==> src/rts_pkg.sv <==
package rts_pkg;

   // Register byte offsets on the APB port
   localparam logic [7:0] ADDR_POWER_STATUS = 8'h00;
   localparam logic [7:0] ADDR_CORE_STATUS = 8'h04;
   localparam logic [7:0] ADDR_IRQ_CONTROL = 8'h08;
   localparam logic [7:0] ADDR_PC_HIGH = 8'h0c;
   localparam logic [7:0] ADDR_PC_VALUE = 8'h10;
   localparam logic [7:0] ADDR_SEQ_STATE = 8'h14;
   localparam logic [7:0] ADDR_CONFIG = 8'h18;

   // Field positions
   localparam int BROWNOUT_BIT = 0; // power_status_reg: brownout_flag
   localparam int POWERON_BIT = 1; // power_status_reg: power-on status flag
   localparam int TIMEOUT_BIT = 4; // core status: watchdog_expired_n
   localparam int SLEEP_BIT = 3; // core status: sleep_flag_n
   localparam int BANK_MSB = 7; // core status: upper bits cleared by resets
   localparam int BANK_LSB = 5;
   localparam int GIE_BIT = 7; // irq_control_reg: global_irq_enable
   localparam int CFG_POWERUP_TIMER_ENABLE_N_N_BIT = 2; // config: powerup_timer_enable_n
   localparam int CFG_BOREN_BIT = 3; // config: brown-out reset enable

   // Values after reset
   localparam logic [1:0] POWER_STATUS_RST = 2'h0;
   localparam logic [7:0] CORE_STATUS_RST = 8'h18;
   localparam logic [7:0] IRQ_CONTROL_RST = 8'h00;
   localparam logic [4:0] PC_HIGH_RST = 5'h00;
   localparam logic [12:0] PC_RESET = 13'h0000;
   localparam logic [12:0] PC_IRQ_VECTOR = 13'h0004;
   localparam logic [12:0] PC_STEP = 13'h0001;
   localparam logic [3:0] CONFIG_RST = 4'h9;

   // Oscillator modes
   typedef enum logic [1:0] {
      OSC_LOW_POWER_CRYSTAL = 2'b00,
      OSC_STD_CRYSTAL = 2'b01,
      OSC_FAST_CRYSTAL = 2'b10,
      OSC_RESISTOR_CAP = 2'b11
   } rts_osc_t;

   // Sequencer states
   typedef enum logic [1:0] {
      ST_RUN = 2'b00,
      ST_POWERUP_DELAY_TIMER = 2'b01,
      ST_OST = 2'b10
   } rts_seq_t;

   // Timing
   localparam int CLK_MHZ = 50;
   localparam int POWERUP_DELAY_TIMER_TIME_US = 72000;
   localparam int POWERUP_DELAY_TIMER_CYCLES = POWERUP_DELAY_TIMER_TIME_US * CLK_MHZ;
   localparam int POWERUP_DELAY_TIMER_CNT_W = 22;
   localparam int OST_COUNT = 1024;
   localparam int OST_CNT_W = 11;

endpackage

==> src/rts_count_if.sv <==
`timescale 1ns/1ns
// Control and status of one time-out counter
interface rts_count_if;
   logic start; // Restart from zero
   logic clear; // Stop without finishing
   logic tick; // One count step
   logic running; // Counting
   logic done; // One-cycle pulse at the end of the count
   modport counter (input start, input clear, input tick, output running, output done);
   modport owner (output start, output clear, output tick, input running, input done);
endinterface

==> src/rts_reset_seq.sv <==
// Our own choices: the APB interface to the registers and the register offsets.
`timescale 1ns/1ns
// Functional notes
// RULE_01: power-on starts power-up delay, holding reset
// RULE_02: crystal modes count 1024 oscillator edges after
// RULE_03: leave reset only after start-up count ends
// RULE_04: master clear release after time-outs runs immediately
// RULE_05: brownout flag is bit 0, cleared by brown-out
// RULE_06: software sets brownout flag, checks it later
// RULE_07: brownout flag meaningless while brown-out reset disabled
// RULE_08: power-on flag bit 1, cleared only by power-on
// RULE_09: software sets power-on flag after power-on
// RULE_10: time-out lengths per oscillator mode and cause
// RULE_11: status flag pairs encode the reset cause
// RULE_12: power-on sets both timeout and sleep flags
// RULE_13: resets load 000h, wake-ups continue at next
// RULE_14: interrupt wake with global enable loads vector
// RULE_15: core status reset values per reset type
// RULE_16: resets clear irq control and pc high latch (code keeps irq control bit 0)
// RULE_17: wake-ups keep registers, set wake flag bits
// RULE_18: start-up count only crystal, power-on or wake (code also runs it after the brown-out delay)
// RULE_19: brown-out enable forces the power-up delay
// RULE_20: one hold signal covers master clear and timers
module rts_reset_seq
   import rts_pkg::*;
#(
   parameter int POWERUP_DELAY_TIMER_LEN = POWERUP_DELAY_TIMER_CYCLES,
   parameter int OST_LEN = OST_COUNT
) (
   // Clock and reset
   input wire logic pclk,
   input wire logic presetn,
   // APB slave
   input wire logic psel,
   input wire logic penable,
   input wire logic pwrite,
   input wire logic [7:0] paddr,
   input wire logic [31:0] pwdata,
   output logic [31:0] prdata,
   output logic pready,
   output logic pslverr,
   // Pins
   input wire logic master_clear_n,
   input wire logic osc_in,
   // Internal reset and wake sources, one-cycle pulses
   input wire logic por_req,
   input wire logic bor_req,
   input wire logic wdt_timeout,
   input wire logic irq_wake_req,
   input wire logic [7:0] irq_wake_flags,
   // Core state
   input wire logic core_sleeping,
   input wire logic [12:0] pc_current,
   // Core controls
   output logic hold_reset,
   output logic pc_load,
   output logic [12:0] pc_value,
   output logic [7:0] core_status,
   output logic [7:0] irq_control,
   output logic [4:0] pc_high_latch
);

   // Byte address match, shared by read and write decode
   function automatic logic addr_is(input logic [7:0] a, input logic [7:0] off);
      return a == off;
   endfunction

   // Pin synchronisers: index 0 master clear, index 1 oscillator
   logic [1:0] pin_in;
   logic [1:0] sync1_reg;
   logic [1:0] sync2_reg;
   logic [1:0] sync3_reg;
   logic [1:0] level_reg; // Filtered pin level
   logic [1:0] level_next;
   assign pin_in = {osc_in, master_clear_n};

   genvar gi;
   generate
      for (gi = 0; gi < 2; gi++) begin : g_sync
         // A change counts only once stages two and three agree
         assign level_next[gi] = (sync2_reg[gi] == sync3_reg[gi]) ? sync3_reg[gi]
                                                                  : level_reg[gi];
         always_ff @(posedge pclk or negedge presetn) begin
            if (!presetn) begin
               sync1_reg[gi] <= 1'b1;
               sync2_reg[gi] <= 1'b1;
               sync3_reg[gi] <= 1'b1;
               level_reg[gi] <= 1'b1;
            end else begin
               sync1_reg[gi] <= pin_in[gi];
               sync2_reg[gi] <= sync1_reg[gi];
               sync3_reg[gi] <= sync2_reg[gi];
               level_reg[gi] <= level_next[gi];
            end
         end
      end
   endgenerate

   // Pin events
   logic master_clear_n_fall;
   logic osc_rise;
   assign master_clear_n_fall = level_reg[0] & ~level_next[0];
   assign osc_rise = ~level_reg[1] & level_next[1];

   // Software-visible state
   logic [1:0] power_status_reg;
   logic [1:0] power_next;
   logic [7:0] core_status_reg;
   logic [7:0] status_next;
   logic [7:0] irq_control_reg;
   logic [7:0] irq_next;
   logic [4:0] pc_high_reg;
   logic [4:0] pc_high_next;
   logic [3:0] config_reg; // Oscillator mode, timer enable, brown-out enable
   logic [3:0] config_next;
   logic [12:0] pc_value_reg;
   logic [12:0] pc_next;
   logic pc_load_reg;
   logic pc_load_next;
   rts_seq_t state_reg;
   rts_seq_t state_next;
   logic hold_reg;
   logic hold_next;

   // Configuration decode
   rts_osc_t osc_mode;
   logic crystal;
   logic bor_en;
   logic powerup_delay_timer_on;
   assign osc_mode = rts_osc_t'(config_reg[1:0]);
   assign crystal = (osc_mode != OSC_RESISTOR_CAP);
   assign bor_en = config_reg[CFG_BOREN_BIT];
   // Brown-out enable forces the delay even if the enable bit is off (see RULE_19)
   assign powerup_delay_timer_on = ~config_reg[CFG_POWERUP_TIMER_ENABLE_N_N_BIT] | bor_en; // see RULE_01

   // Event priority: power-on, brown-out, master clear, watchdog, interrupt
   logic ev_por;
   logic ev_bor;
   logic ev_master_clear_n;
   logic ev_wdt;
   logic ev_wdt_wake;
   logic ev_irq_wake;
   logic ev_reset;
   logic ev_wake;
   assign ev_por = por_req;
   // Brown-out requests are ignored while disabled (see RULE_07)
   assign ev_bor = ~ev_por & bor_req & bor_en;
   assign ev_master_clear_n = ~ev_por & ~ev_bor & master_clear_n_fall;
   assign ev_wdt = ~ev_por & ~ev_bor & ~ev_master_clear_n & wdt_timeout & ~core_sleeping;
   assign ev_wdt_wake = ~ev_por & ~ev_bor & ~ev_master_clear_n & wdt_timeout & core_sleeping;
   assign ev_irq_wake = ~ev_por & ~ev_bor & ~ev_master_clear_n & ~wdt_timeout & irq_wake_req
                        & core_sleeping;
   assign ev_reset = ev_por | ev_bor | ev_master_clear_n | ev_wdt;
   assign ev_wake = ev_wdt_wake | ev_irq_wake;

   // Time-out counters
   rts_count_if powerup_delay_timer_if ();
   rts_count_if ost_if ();

   // Power-up delay on power-on or brown-out
   assign powerup_delay_timer_if.start = (ev_por & powerup_delay_timer_on) | ev_bor; // see RULE_01
   assign powerup_delay_timer_if.clear = ev_por | ev_bor;
   assign powerup_delay_timer_if.tick = 1'b1;
   // Start-up count follows the delay, or stands alone, in crystal modes
   assign ost_if.start = crystal & ((ev_por & ~powerup_delay_timer_on) | ev_wake
                         | (state_reg == ST_POWERUP_DELAY_TIMER & powerup_delay_timer_if.done)); // see RULE_18
   assign ost_if.clear = ev_por | ev_bor;
   assign ost_if.tick = osc_rise; // see RULE_02

   rts_timeout_counter #(
      .WIDTH(POWERUP_DELAY_TIMER_CNT_W),
      .LIMIT(POWERUP_DELAY_TIMER_CNT_W'(POWERUP_DELAY_TIMER_LEN))
   ) u_powerup_delay_timer (
      .pclk(pclk),
      .presetn(presetn),
      .cnt(powerup_delay_timer_if.counter)
   );

   rts_timeout_counter #(
      .WIDTH(OST_CNT_W),
      .LIMIT(OST_CNT_W'(OST_LEN))
   ) u_osc_startup_counter (
      .pclk(pclk),
      .presetn(presetn),
      .cnt(ost_if.counter)
   );

   // Sequencer next state; the lengths follow mode and cause (see RULE_10)
   always_comb begin
      state_next = state_reg;
      if (ev_por || ev_bor) begin
         if (powerup_delay_timer_if.start) begin
            state_next = ST_POWERUP_DELAY_TIMER;
         end else if (ost_if.start) begin
            state_next = ST_OST;
         end else begin
            state_next = ST_RUN;
         end
      end else if (ev_wake && crystal) begin
         state_next = ST_OST;
      end else begin
         unique case (state_reg)
            ST_RUN: begin
               state_next = ST_RUN;
            end
            ST_POWERUP_DELAY_TIMER: begin
               // Resistor-capacitor mode ends with the delay alone
               if (powerup_delay_timer_if.done) begin
                  state_next = crystal ? ST_OST : ST_RUN; // see RULE_02
               end
            end
            ST_OST: begin
               if (ost_if.done) begin
                  state_next = ST_RUN; // see RULE_03
               end
            end
            default: begin
               state_next = ST_RUN;
            end
         endcase
      end
   end

   // One hold covers the pin and every running time-out (see RULE_20)
   // A low pin after the time-outs holds alone, so release is immediate (see RULE_04)
   assign hold_next = (state_next != ST_RUN) | ~level_next[0];

   // APB decode; writes land only in the access cycle that completes
   logic pready_reg;
   logic pslverr_reg;
   logic [31:0] prdata_reg;
   logic wr_en;
   logic setup;
   logic mapped;
   assign setup = psel & ~penable;
   assign wr_en = psel & penable & pwrite & pready_reg & ~pslverr_reg;
   assign mapped = addr_is(paddr, ADDR_POWER_STATUS) | addr_is(paddr, ADDR_CORE_STATUS)
                   | addr_is(paddr, ADDR_IRQ_CONTROL) | addr_is(paddr, ADDR_PC_HIGH)
                   | addr_is(paddr, ADDR_PC_VALUE) | addr_is(paddr, ADDR_SEQ_STATE)
                   | addr_is(paddr, ADDR_CONFIG);

   // Read data, captured in the setup cycle
   logic [31:0] rd_next;
   always_comb begin
      rd_next = 32'h0000_0000;
      if (addr_is(paddr, ADDR_POWER_STATUS)) rd_next[1:0] = power_status_reg;
      if (addr_is(paddr, ADDR_CORE_STATUS)) rd_next[7:0] = core_status_reg;
      if (addr_is(paddr, ADDR_IRQ_CONTROL)) rd_next[7:0] = irq_control_reg;
      if (addr_is(paddr, ADDR_PC_HIGH)) rd_next[4:0] = pc_high_reg;
      if (addr_is(paddr, ADDR_PC_VALUE)) rd_next[12:0] = pc_value_reg;
      if (addr_is(paddr, ADDR_SEQ_STATE)) rd_next[3:0] = {level_reg[0], hold_reg, state_reg};
      if (addr_is(paddr, ADDR_CONFIG)) rd_next[3:0] = config_reg;
   end

   // Register next values: software first, hardware events win afterwards
   always_comb begin
      power_next = power_status_reg;
      status_next = core_status_reg;
      irq_next = irq_control_reg;
      pc_high_next = pc_high_reg;
      config_next = config_reg;
      pc_next = pc_value_reg;
      pc_load_next = 1'b0;
      // Software sets the flags it must re-arm (see RULE_06) (see RULE_09)
      if (wr_en && addr_is(paddr, ADDR_POWER_STATUS)) power_next = pwdata[1:0];
      // Timeout and sleep flags are read-only to software
      if (wr_en && addr_is(paddr, ADDR_CORE_STATUS)) begin
         status_next[BANK_MSB:BANK_LSB] = pwdata[BANK_MSB:BANK_LSB];
         status_next[2:0] = pwdata[2:0];
      end
      if (wr_en && addr_is(paddr, ADDR_IRQ_CONTROL)) irq_next = pwdata[7:0];
      if (wr_en && addr_is(paddr, ADDR_PC_HIGH)) pc_high_next = pwdata[4:0];
      if (wr_en && addr_is(paddr, ADDR_CONFIG)) config_next = pwdata[3:0];
      // Full resets restart at zero and clear the control latches, keeping irq control bit 0
      if (ev_reset) begin
         pc_next = PC_RESET; // see RULE_13
         pc_load_next = 1'b1;
         irq_next = {7'h00, irq_control_reg[0]}; // see RULE_16
         pc_high_next = PC_HIGH_RST;
         status_next[BANK_MSB:BANK_LSB] = 3'h0; // see RULE_15
      end
      // Flag pairs by cause (see RULE_11)
      if (ev_por) begin
         power_next[POWERON_BIT] = 1'b0; // see RULE_08
         status_next[TIMEOUT_BIT] = 1'b1; // see RULE_12
         status_next[SLEEP_BIT] = 1'b1;
      end
      if (ev_bor) begin
         power_next[BROWNOUT_BIT] = 1'b0; // see RULE_05
         status_next[TIMEOUT_BIT] = 1'b1;
         status_next[SLEEP_BIT] = 1'b1;
      end
      if (ev_master_clear_n && core_sleeping) begin
         status_next[TIMEOUT_BIT] = 1'b1;
         status_next[SLEEP_BIT] = 1'b0;
      end
      if (ev_wdt) begin
         status_next[TIMEOUT_BIT] = 1'b0;
         status_next[SLEEP_BIT] = 1'b1;
      end
      // Wake-ups resume; only their own flags change (see RULE_17)
      if (ev_wdt_wake) begin
         status_next[TIMEOUT_BIT] = 1'b0;
         status_next[SLEEP_BIT] = 1'b0;
         pc_next = pc_current + PC_STEP; // see RULE_13
         pc_load_next = 1'b1;
      end
      if (ev_irq_wake) begin
         status_next[TIMEOUT_BIT] = 1'b1;
         status_next[SLEEP_BIT] = 1'b0;
         irq_next = irq_control_reg | irq_wake_flags; // see RULE_17
         pc_next = irq_control_reg[GIE_BIT] ? PC_IRQ_VECTOR
                                            : pc_current + PC_STEP; // see RULE_14
         pc_load_next = 1'b1;
      end
   end

   // APB handshake: zero-wait answer in the first access cycle
   always_ff @(posedge pclk or negedge presetn) begin
      if (!presetn) begin
         pready_reg <= 1'b0;
         pslverr_reg <= 1'b0;
         prdata_reg <= 32'h0000_0000;
      end else begin
         pready_reg <= setup;
         pslverr_reg <= setup & ~mapped;
         if (setup) prdata_reg <= mapped ? rd_next : 32'h0000_0000;
      end
   end

   // Block state; hold starts asserted so the core waits from reset on
   always_ff @(posedge pclk or negedge presetn) begin
      if (!presetn) begin
         power_status_reg <= POWER_STATUS_RST;
         core_status_reg <= CORE_STATUS_RST;
         irq_control_reg <= IRQ_CONTROL_RST;
         pc_high_reg <= PC_HIGH_RST;
         config_reg <= CONFIG_RST;
         pc_value_reg <= PC_RESET;
         pc_load_reg <= 1'b0;
         state_reg <= ST_RUN;
         hold_reg <= 1'b1;
      end else begin
         power_status_reg <= power_next;
         core_status_reg <= status_next;
         irq_control_reg <= irq_next;
         pc_high_reg <= pc_high_next;
         config_reg <= config_next;
         pc_value_reg <= pc_next;
         pc_load_reg <= pc_load_next;
         state_reg <= state_next;
         hold_reg <= hold_next;
      end
   end

   // Outputs straight from flip-flops
   assign prdata = prdata_reg;
   assign pready = pready_reg;
   assign pslverr = pslverr_reg;
   assign hold_reset = hold_reg;
   assign pc_load = pc_load_reg;
   assign pc_value = pc_value_reg;
   assign core_status = core_status_reg;
   assign irq_control = irq_control_reg;
   assign pc_high_latch = pc_high_reg;
endmodule

==> src/rts_timeout_counter.sv <==
`timescale 1ns/1ns
module rts_timeout_counter #(
   parameter int WIDTH = 22,
   parameter logic [WIDTH-1:0] LIMIT = '1
) (
   // Clock and reset
   input wire logic pclk,
   input wire logic presetn,
   // Control from the sequencer
   rts_count_if.counter cnt
);

   // Last count value before the time-out ends
   localparam logic [WIDTH-1:0] LAST = LIMIT - WIDTH'(1);

   logic [WIDTH-1:0] count_reg; // Steps seen so far
   logic run_reg; // Counter active
   logic done_reg; // End pulse

   // Start beats clear so a restart in the same cycle is never lost
   always_ff @(posedge pclk or negedge presetn) begin
      if (!presetn) begin
         count_reg <= '0;
         run_reg <= 1'b0;
         done_reg <= 1'b0;
      end else begin
         done_reg <= 1'b0;
         if (cnt.start) begin
            count_reg <= '0;
            run_reg <= 1'b1;
         end else if (cnt.clear) begin
            run_reg <= 1'b0;
         end else if (run_reg && cnt.tick) begin
            count_reg <= count_reg + WIDTH'(1);
            if (count_reg == LAST) begin
               run_reg <= 1'b0;
               done_reg <= 1'b1;
            end
         end
      end
   end

   assign cnt.running = run_reg;
   assign cnt.done = done_reg;

endmodule

==> config.mk <==
export PLATFORM = sky130hd
export DESIGN_NAME = rts_reset_seq
export DESIGN_NICKNAME = d
export VERILOG_FILES = /design/src/rts_pkg.sv /design/src/rts_count_if.sv /design/src/rts_reset_seq.sv /design/src/rts_timeout_counter.sv
export SDC_FILE = /design/constraint.sdc
export NUM_CORES = 1
export LEC_CHECK = 0
export BUFFER_PORTS_ARGS = -buffer_cell sky130_fd_sc_hd__buf_2
export CORE_UTILIZATION = 54
export CTS_CLUSTER_SIZE = 14
export DETAILED_ROUTE_END_ITERATION = 7
export PLACE_DENSITY = 0.87
export RECOVER_POWER = 25
export SETUP_SLACK_MARGIN = 0.5
export SLEW_MARGIN = 20
export SYNTH_ARGS = -nofsm -noshare
export SYNTH_HDL_FRONTEND = slang
export SYNTH_HIERARCHICAL = 1
export SYNTH_SLANG_ARGS = --single-unit
==> constraint.sdc <==
create_clock -name pclk -period 3.4 [get_ports pclk]
set_clock_uncertainty 0.1 [all_clocks]
set_input_delay 0.68 -clock pclk [delete_from_list [all_inputs] [get_ports pclk]]
set_output_delay 0.68 -clock pclk [all_outputs]
set_load 0.01 [all_outputs]
After elaboration in Yosys (flattened, before gate mapping)
Index checks and enable logic that the tools add are counted.
Storage, ports and cells
  register bits: 123
  output and inout bits: 70
  word-level logic and storage cells: 190
Cells by class
  add/sub/neg operators: 3
  equal/unequal tests: 16
  muxes and demuxes: 63
  bitwise operators: 51
  reduce and logical (&&, ||, !) cells: 27
Operator list (count)
  13-bit 2-to-1 mux: 6
  22-bit 2-to-1 mux: 3
  8-bit 2-to-1 mux: 5
  11-bit 2-to-1 mux: 3
  2-bit 2-to-1 mux: 15
  8-bit by 5-bit == test with 1-bit output, second input constant: 3
  1-bit AND: 23
  1-bit 2-to-1 mux: 23
  22-bit by 1-bit adder with 22-bit output, second input constant: 1
  22-bit == test, second input constant: 1
  8-bit by 4-bit == test with 1-bit output, second input constant: 2
  2-bit nonzero test: 8
  5-bit 2-to-1 mux: 3
  1-bit bitwise OR: 15
  13-bit by 1-bit adder with 13-bit output, second input constant: 1
  1-bit NOT: 12
  3-bit nonzero test: 4
  11-bit by 1-bit adder with 11-bit output, second input constant: 1
  11-bit by 10-bit == test with 1-bit output, second input constant: 1
  8-bit by 3-bit == test with 1-bit output, second input constant: 1
  1-bit logical AND: 8
  8-bit zero test: 1
  4-bit 2-to-1 mux: 2
  2-bit inequality test, second input constant: 4
  other kinds (9): 14

Depth between registers and ports, before layout
  depth after elaboration: 20
  depth in mapped cells: 8

By module
Netlist, hierarchy kept.
Modules (own cells, without submodules)
  rts_reset_seq: instances 1, cells each 364, area each 3543.4 um^2, sequential area each 1692.9 um^2
  rts_timeout_counter (u_powerup_delay_timer): instances 1, cells each 136, area each 1317.5 um^2, sequential area each 600.6 um^2
  rts_timeout_counter (u_osc_startup_counter): instances 1, cells each 69, area each 730.7 um^2, sequential area each 325.3 um^2

Worst setup path after synthesis
Ideal clock, no wire load.
  path type: input -> register
  start point: in bor_req
  end point: reg u_osc_startup_counter.count_reg[6]
  arrival: 2.459 ns
  required time: 3.164 ns
  setup slack: 0.705 ns
  stages on the path: 8
  buffers on the path: 1
  cell sequence: a21oi_4 -> inv_2 -> or4_4 -> a31oi_1 -> clkbuf_1 -> inv_1 -> o311ai_1 -> o41ai_1
Between the ends
  elaborated cells on any way between the ends: 21
  those cells by class: eq/ne (1); mux (1); bitwise (17); reduce/logical (2)
RTL lines
  start: declaration: RTL line rts_reset_seq.sv:47  | input wire logic bor_req,
  1-bit AND (2 in a row): RTL line rts_reset_seq.sv:147  | assign ev_bor = ~ev_por & bor_req & bor_en;
  1-bit bitwise OR: RTL line rts_reset_seq.sv:167  | assign ost_if.clear = ev_por | ev_bor;
  via ost_if.clear: RTL line rts_count_if.sv:5  | logic clear;
  2-bit inequality test (no line)
  2-bit AND reduction (no line)
  end signal: assignment: RTL line rts_timeout_counter.sv:34  | count_reg <= count_reg + WIDTH'(1);
  end: declaration: RTL line rts_timeout_counter.sv:16  | logic [WIDTH-1:0] count_reg;
The timed path passes the listed nets, and every way through them passes these cells.
A chain may end at the register's enable or synchronous reset.

Worst setup path in the final report
  start point: in bor_req
  end point: reg u_powerup_delay_timer.count_reg[13]
Between the ends
  word-level cells in the longest chain between the ends: 5
  elaborated cells on any way between the ends: 8
  those cells by class: eq/ne (1); mux (1); bitwise (4); reduce/logical (2)
RTL lines (RTL line)
  1-bit AND (2 in a row): rts_reset_seq.sv:147
  1-bit bitwise OR
  via ost_if.clear: rts_count_if.sv:5
  2-bit inequality test (no line)
  2-bit AND reduction (no line)
  end signal: assignment: rts_timeout_counter.sv:34
  end: declaration: rts_timeout_counter.sv:16
The timed path passes the listed nets, and every way through them passes these cells.

==> reports/metrics.yaml <==
critical_path:
  cp.arrival_ps: 2650
  required_ps: 3560
  crit_fanout: 15
  criticalPathCategory: "input port to flop"
  start_kind: "input port"
  end_kind: "flop"
floorplanning:
  die-area_um2: 10800
  die_h_um: 104
  ios: 143
  initial_utilization_pct: 56.4
  floorplan.core_area_um2: 9910
  placementRows: 36
  die_w_um: 104
power:
  total_power_mw: 2.45
  vdd_drop_max_mv: 0.238
  powerDensity_nw_per_um2: 385
  p_leak_nw: 2.94
logic_synthesis:
  yosysSeqAreaShare_pct: 46.8
  synthFlopType: "dfrtp_1"
  post-synth-top-area-cell: "dfrtp_1"
  ys_types: 71
  synthArstFlopShare_pct: 100
  synth.area.top_cells: "dfrtp_1 41%, dfstp_2 6.1%, nand2_1 3.6%"
  synth_top_area_share_pct: 40.7
  syn_area_um2: 5590
  ys.warnings.count: 6
  yosysMostFrequentCell: "dfrtp_1"
  synth-seq-cells: 104
  synth_edf_count: 0
  netlist_top_cells_count: "91 x dfrtp_1, 53 x nand2_1, 49 x nor2_1, 38 x o21ai_0, 31 x nand3_1"
  synth.avg_cell_area_um2: 9.83
  syn_inst: 569
route:
  first_pass_iters: 5
  drtIter0Drc: 239
  wire_per_inst_um: 16.4
  drc: 0
  via_count: 4724
  wirelength_mm: 13.2
  ant_nets: 0
  vias_per_cell: 5.90
layout:
  multi_input_area_um2: 2730
  syn_to_final_growth_pct: 13.7
  n_antenna_cell: 0
  largest_reg_flops: 22
  drive_gt1_share_pct: 23.5
  num-fill-cells: 777
  final_nets: 741
  seq_area_um2: 2620
timing:
  hold_viol: 0
  fin_crit_sh_pct: 73.0
  fmaxAchievable_ghz: 0.403
  slew_violations: 0
  fin_crit_ps: 2480
  rsz0062_at_grt: "false"
  maxSlewHeadroom_pct: 12.2
  setup_viol: 0
  setup_tns_ps: 0
  tightest_slew_ps: 1320
outcome:
  status: "completed"
clock_tree:
  clockBufferDepth: 2
  cts.sinks: 104
  cts_root_buf: "clkbuf_8"
  clk_latency_ps: 370
  numCtsBuffers: 9
  cts_tree: "yes"
  cts_setup_buffers: 0
  clk_pin_slew_ps: 90
  postCtsHoldBufs: 0
  htree_levels: 3
  post_cts_resized: 0
grt:
  grt_first_pass_wirelength_mm: 22.2
  antenna_found_initial: 0
  grt_pass1_vias: 4655
  grt_overflow: 0
  grtUsageTotal_pct: 25.5
  grt_max_degree: 54
place:
  gp_congestion: 0.912
  hpwlAfterDp_mm: 9.60
  portBuffers: 99
flow_run:
  drv_cap: 0
worst_hold_path:
  min_path_type: "flop to flop"
cells in the final DEF, fill, tap and decap left out, types with 5 or more instances in the layout:
cell type | synthesis | layout
a21oi_1 | 22 | 22
a221o_1 | 7 | 7
a22o_1 | 7 | 7
a31oi_1 | 8 | 8
and4_1 | 7 | 7
buf_2 | 8 | 98
buf_4 | 19 | 5
clkbuf_8 | 0 | 9
conb_1 | 2 | 23
dfrtp_1 | 91 | 91
dfstp_2 | 13 | 9
ha_1 | 5 | 5
inv_1 | 15 | 15
mux2_2 | 10 | 10
mux2i_1 | 10 | 10
nand2_1 | 53 | 53
nand2b_1 | 9 | 9
nand3_1 | 31 | 31
nand4_1 | 12 | 12
nor2_1 | 49 | 49
nor2b_1 | 10 | 10
nor3_1 | 8 | 8
nor4_1 | 8 | 7
o21ai_0 | 38 | 37
o31ai_1 | 13 | 13
o41ai_1 | 5 | 5
or3_1 | 6 | 6
xnor2_1 | 9 | 9
xor2_1 | 15 | 15
critical path, cell delays in order:
cell and delay, ps:
buf_2 130, a21oi_4 250, inv_2 190, and3b_1 450, nand4_1 290, nor3_1 280
mux2_2 370
where the power goes:
group	switching (mW)	internal (mW)	leakage, nW
logic	0.163	0.0880	1.44
clock network	0.410	0.489	0.115
registers	0.0281	1.27	1.38
per-layer routing:
layer	GRT usage [%]	wire length (µm)	vias to the layer above
li1	-	-	2206
met1	30.8	5220	2274
met2	44.6	6680	205
met3	4.59	838	39
met4	10.9	427	0
met5	0	0	-
through the flow:
stage	setup slack [ps]	util (%)	area, µm²	hold WS (ps)	instances
floorplan	705	-	5670	245	590
global placement	640	61.9	6130	246	785
detailed placement	544	61.9	6130	247	785
CTS	932	64.2	6360	248	801
global route	799	64.2	6360	268	801
finish	918	64.2	6360	265	801
layout make-up:
cell class | instances | area share (%)
Clock buffer | 12 | 2.12
Clock inverter | 4 | 1.50
Inverter | 16 | 0.944
Multi-Input combinational cell | 427 | 42.9
Sequential cell | 104 | 41.2
Tap cell | 133 | 2.62
Timing Repair Buffer | 105 | 8.70
logic make-up (layout without fill, tap and decap cells):
family / count (synthesis) / after routing / synth area share, %
buffers and inverters: 59 / 137 / 5.84
other: 2 / 23 / 0.134
muxes: 23 / 23 / 4.41
adders and majority gates: 7 / 7 / 1.48
AOI/OAI and AO/OA: 114 / 114 / 13.5
xor gates and xnor gates: 24 / 24 / 3.76
DFF: 104 / 104 / 46.8
and+or+nand+nor: 236 / 236 / 24.1
final timing paths:
path	from	slack, ps	cells past startpoint	to
max	bor_req	920	7	u_powerup_delay_timer/count_reg[13]
min	sync1_reg[1]	260	0	sync2_reg[1]
max reg2reg	config_reg[3]	940	6	u_powerup_delay_timer/count_reg[13]
min reg2reg	sync1_reg[1]	260	0	sync2_reg[1]
max in group asynchronous	presetn	1760	2	sync3_reg[1]
min in group asynchronous	presetn	480	1	prdata[11]
(Power assumes the default switching activity.)
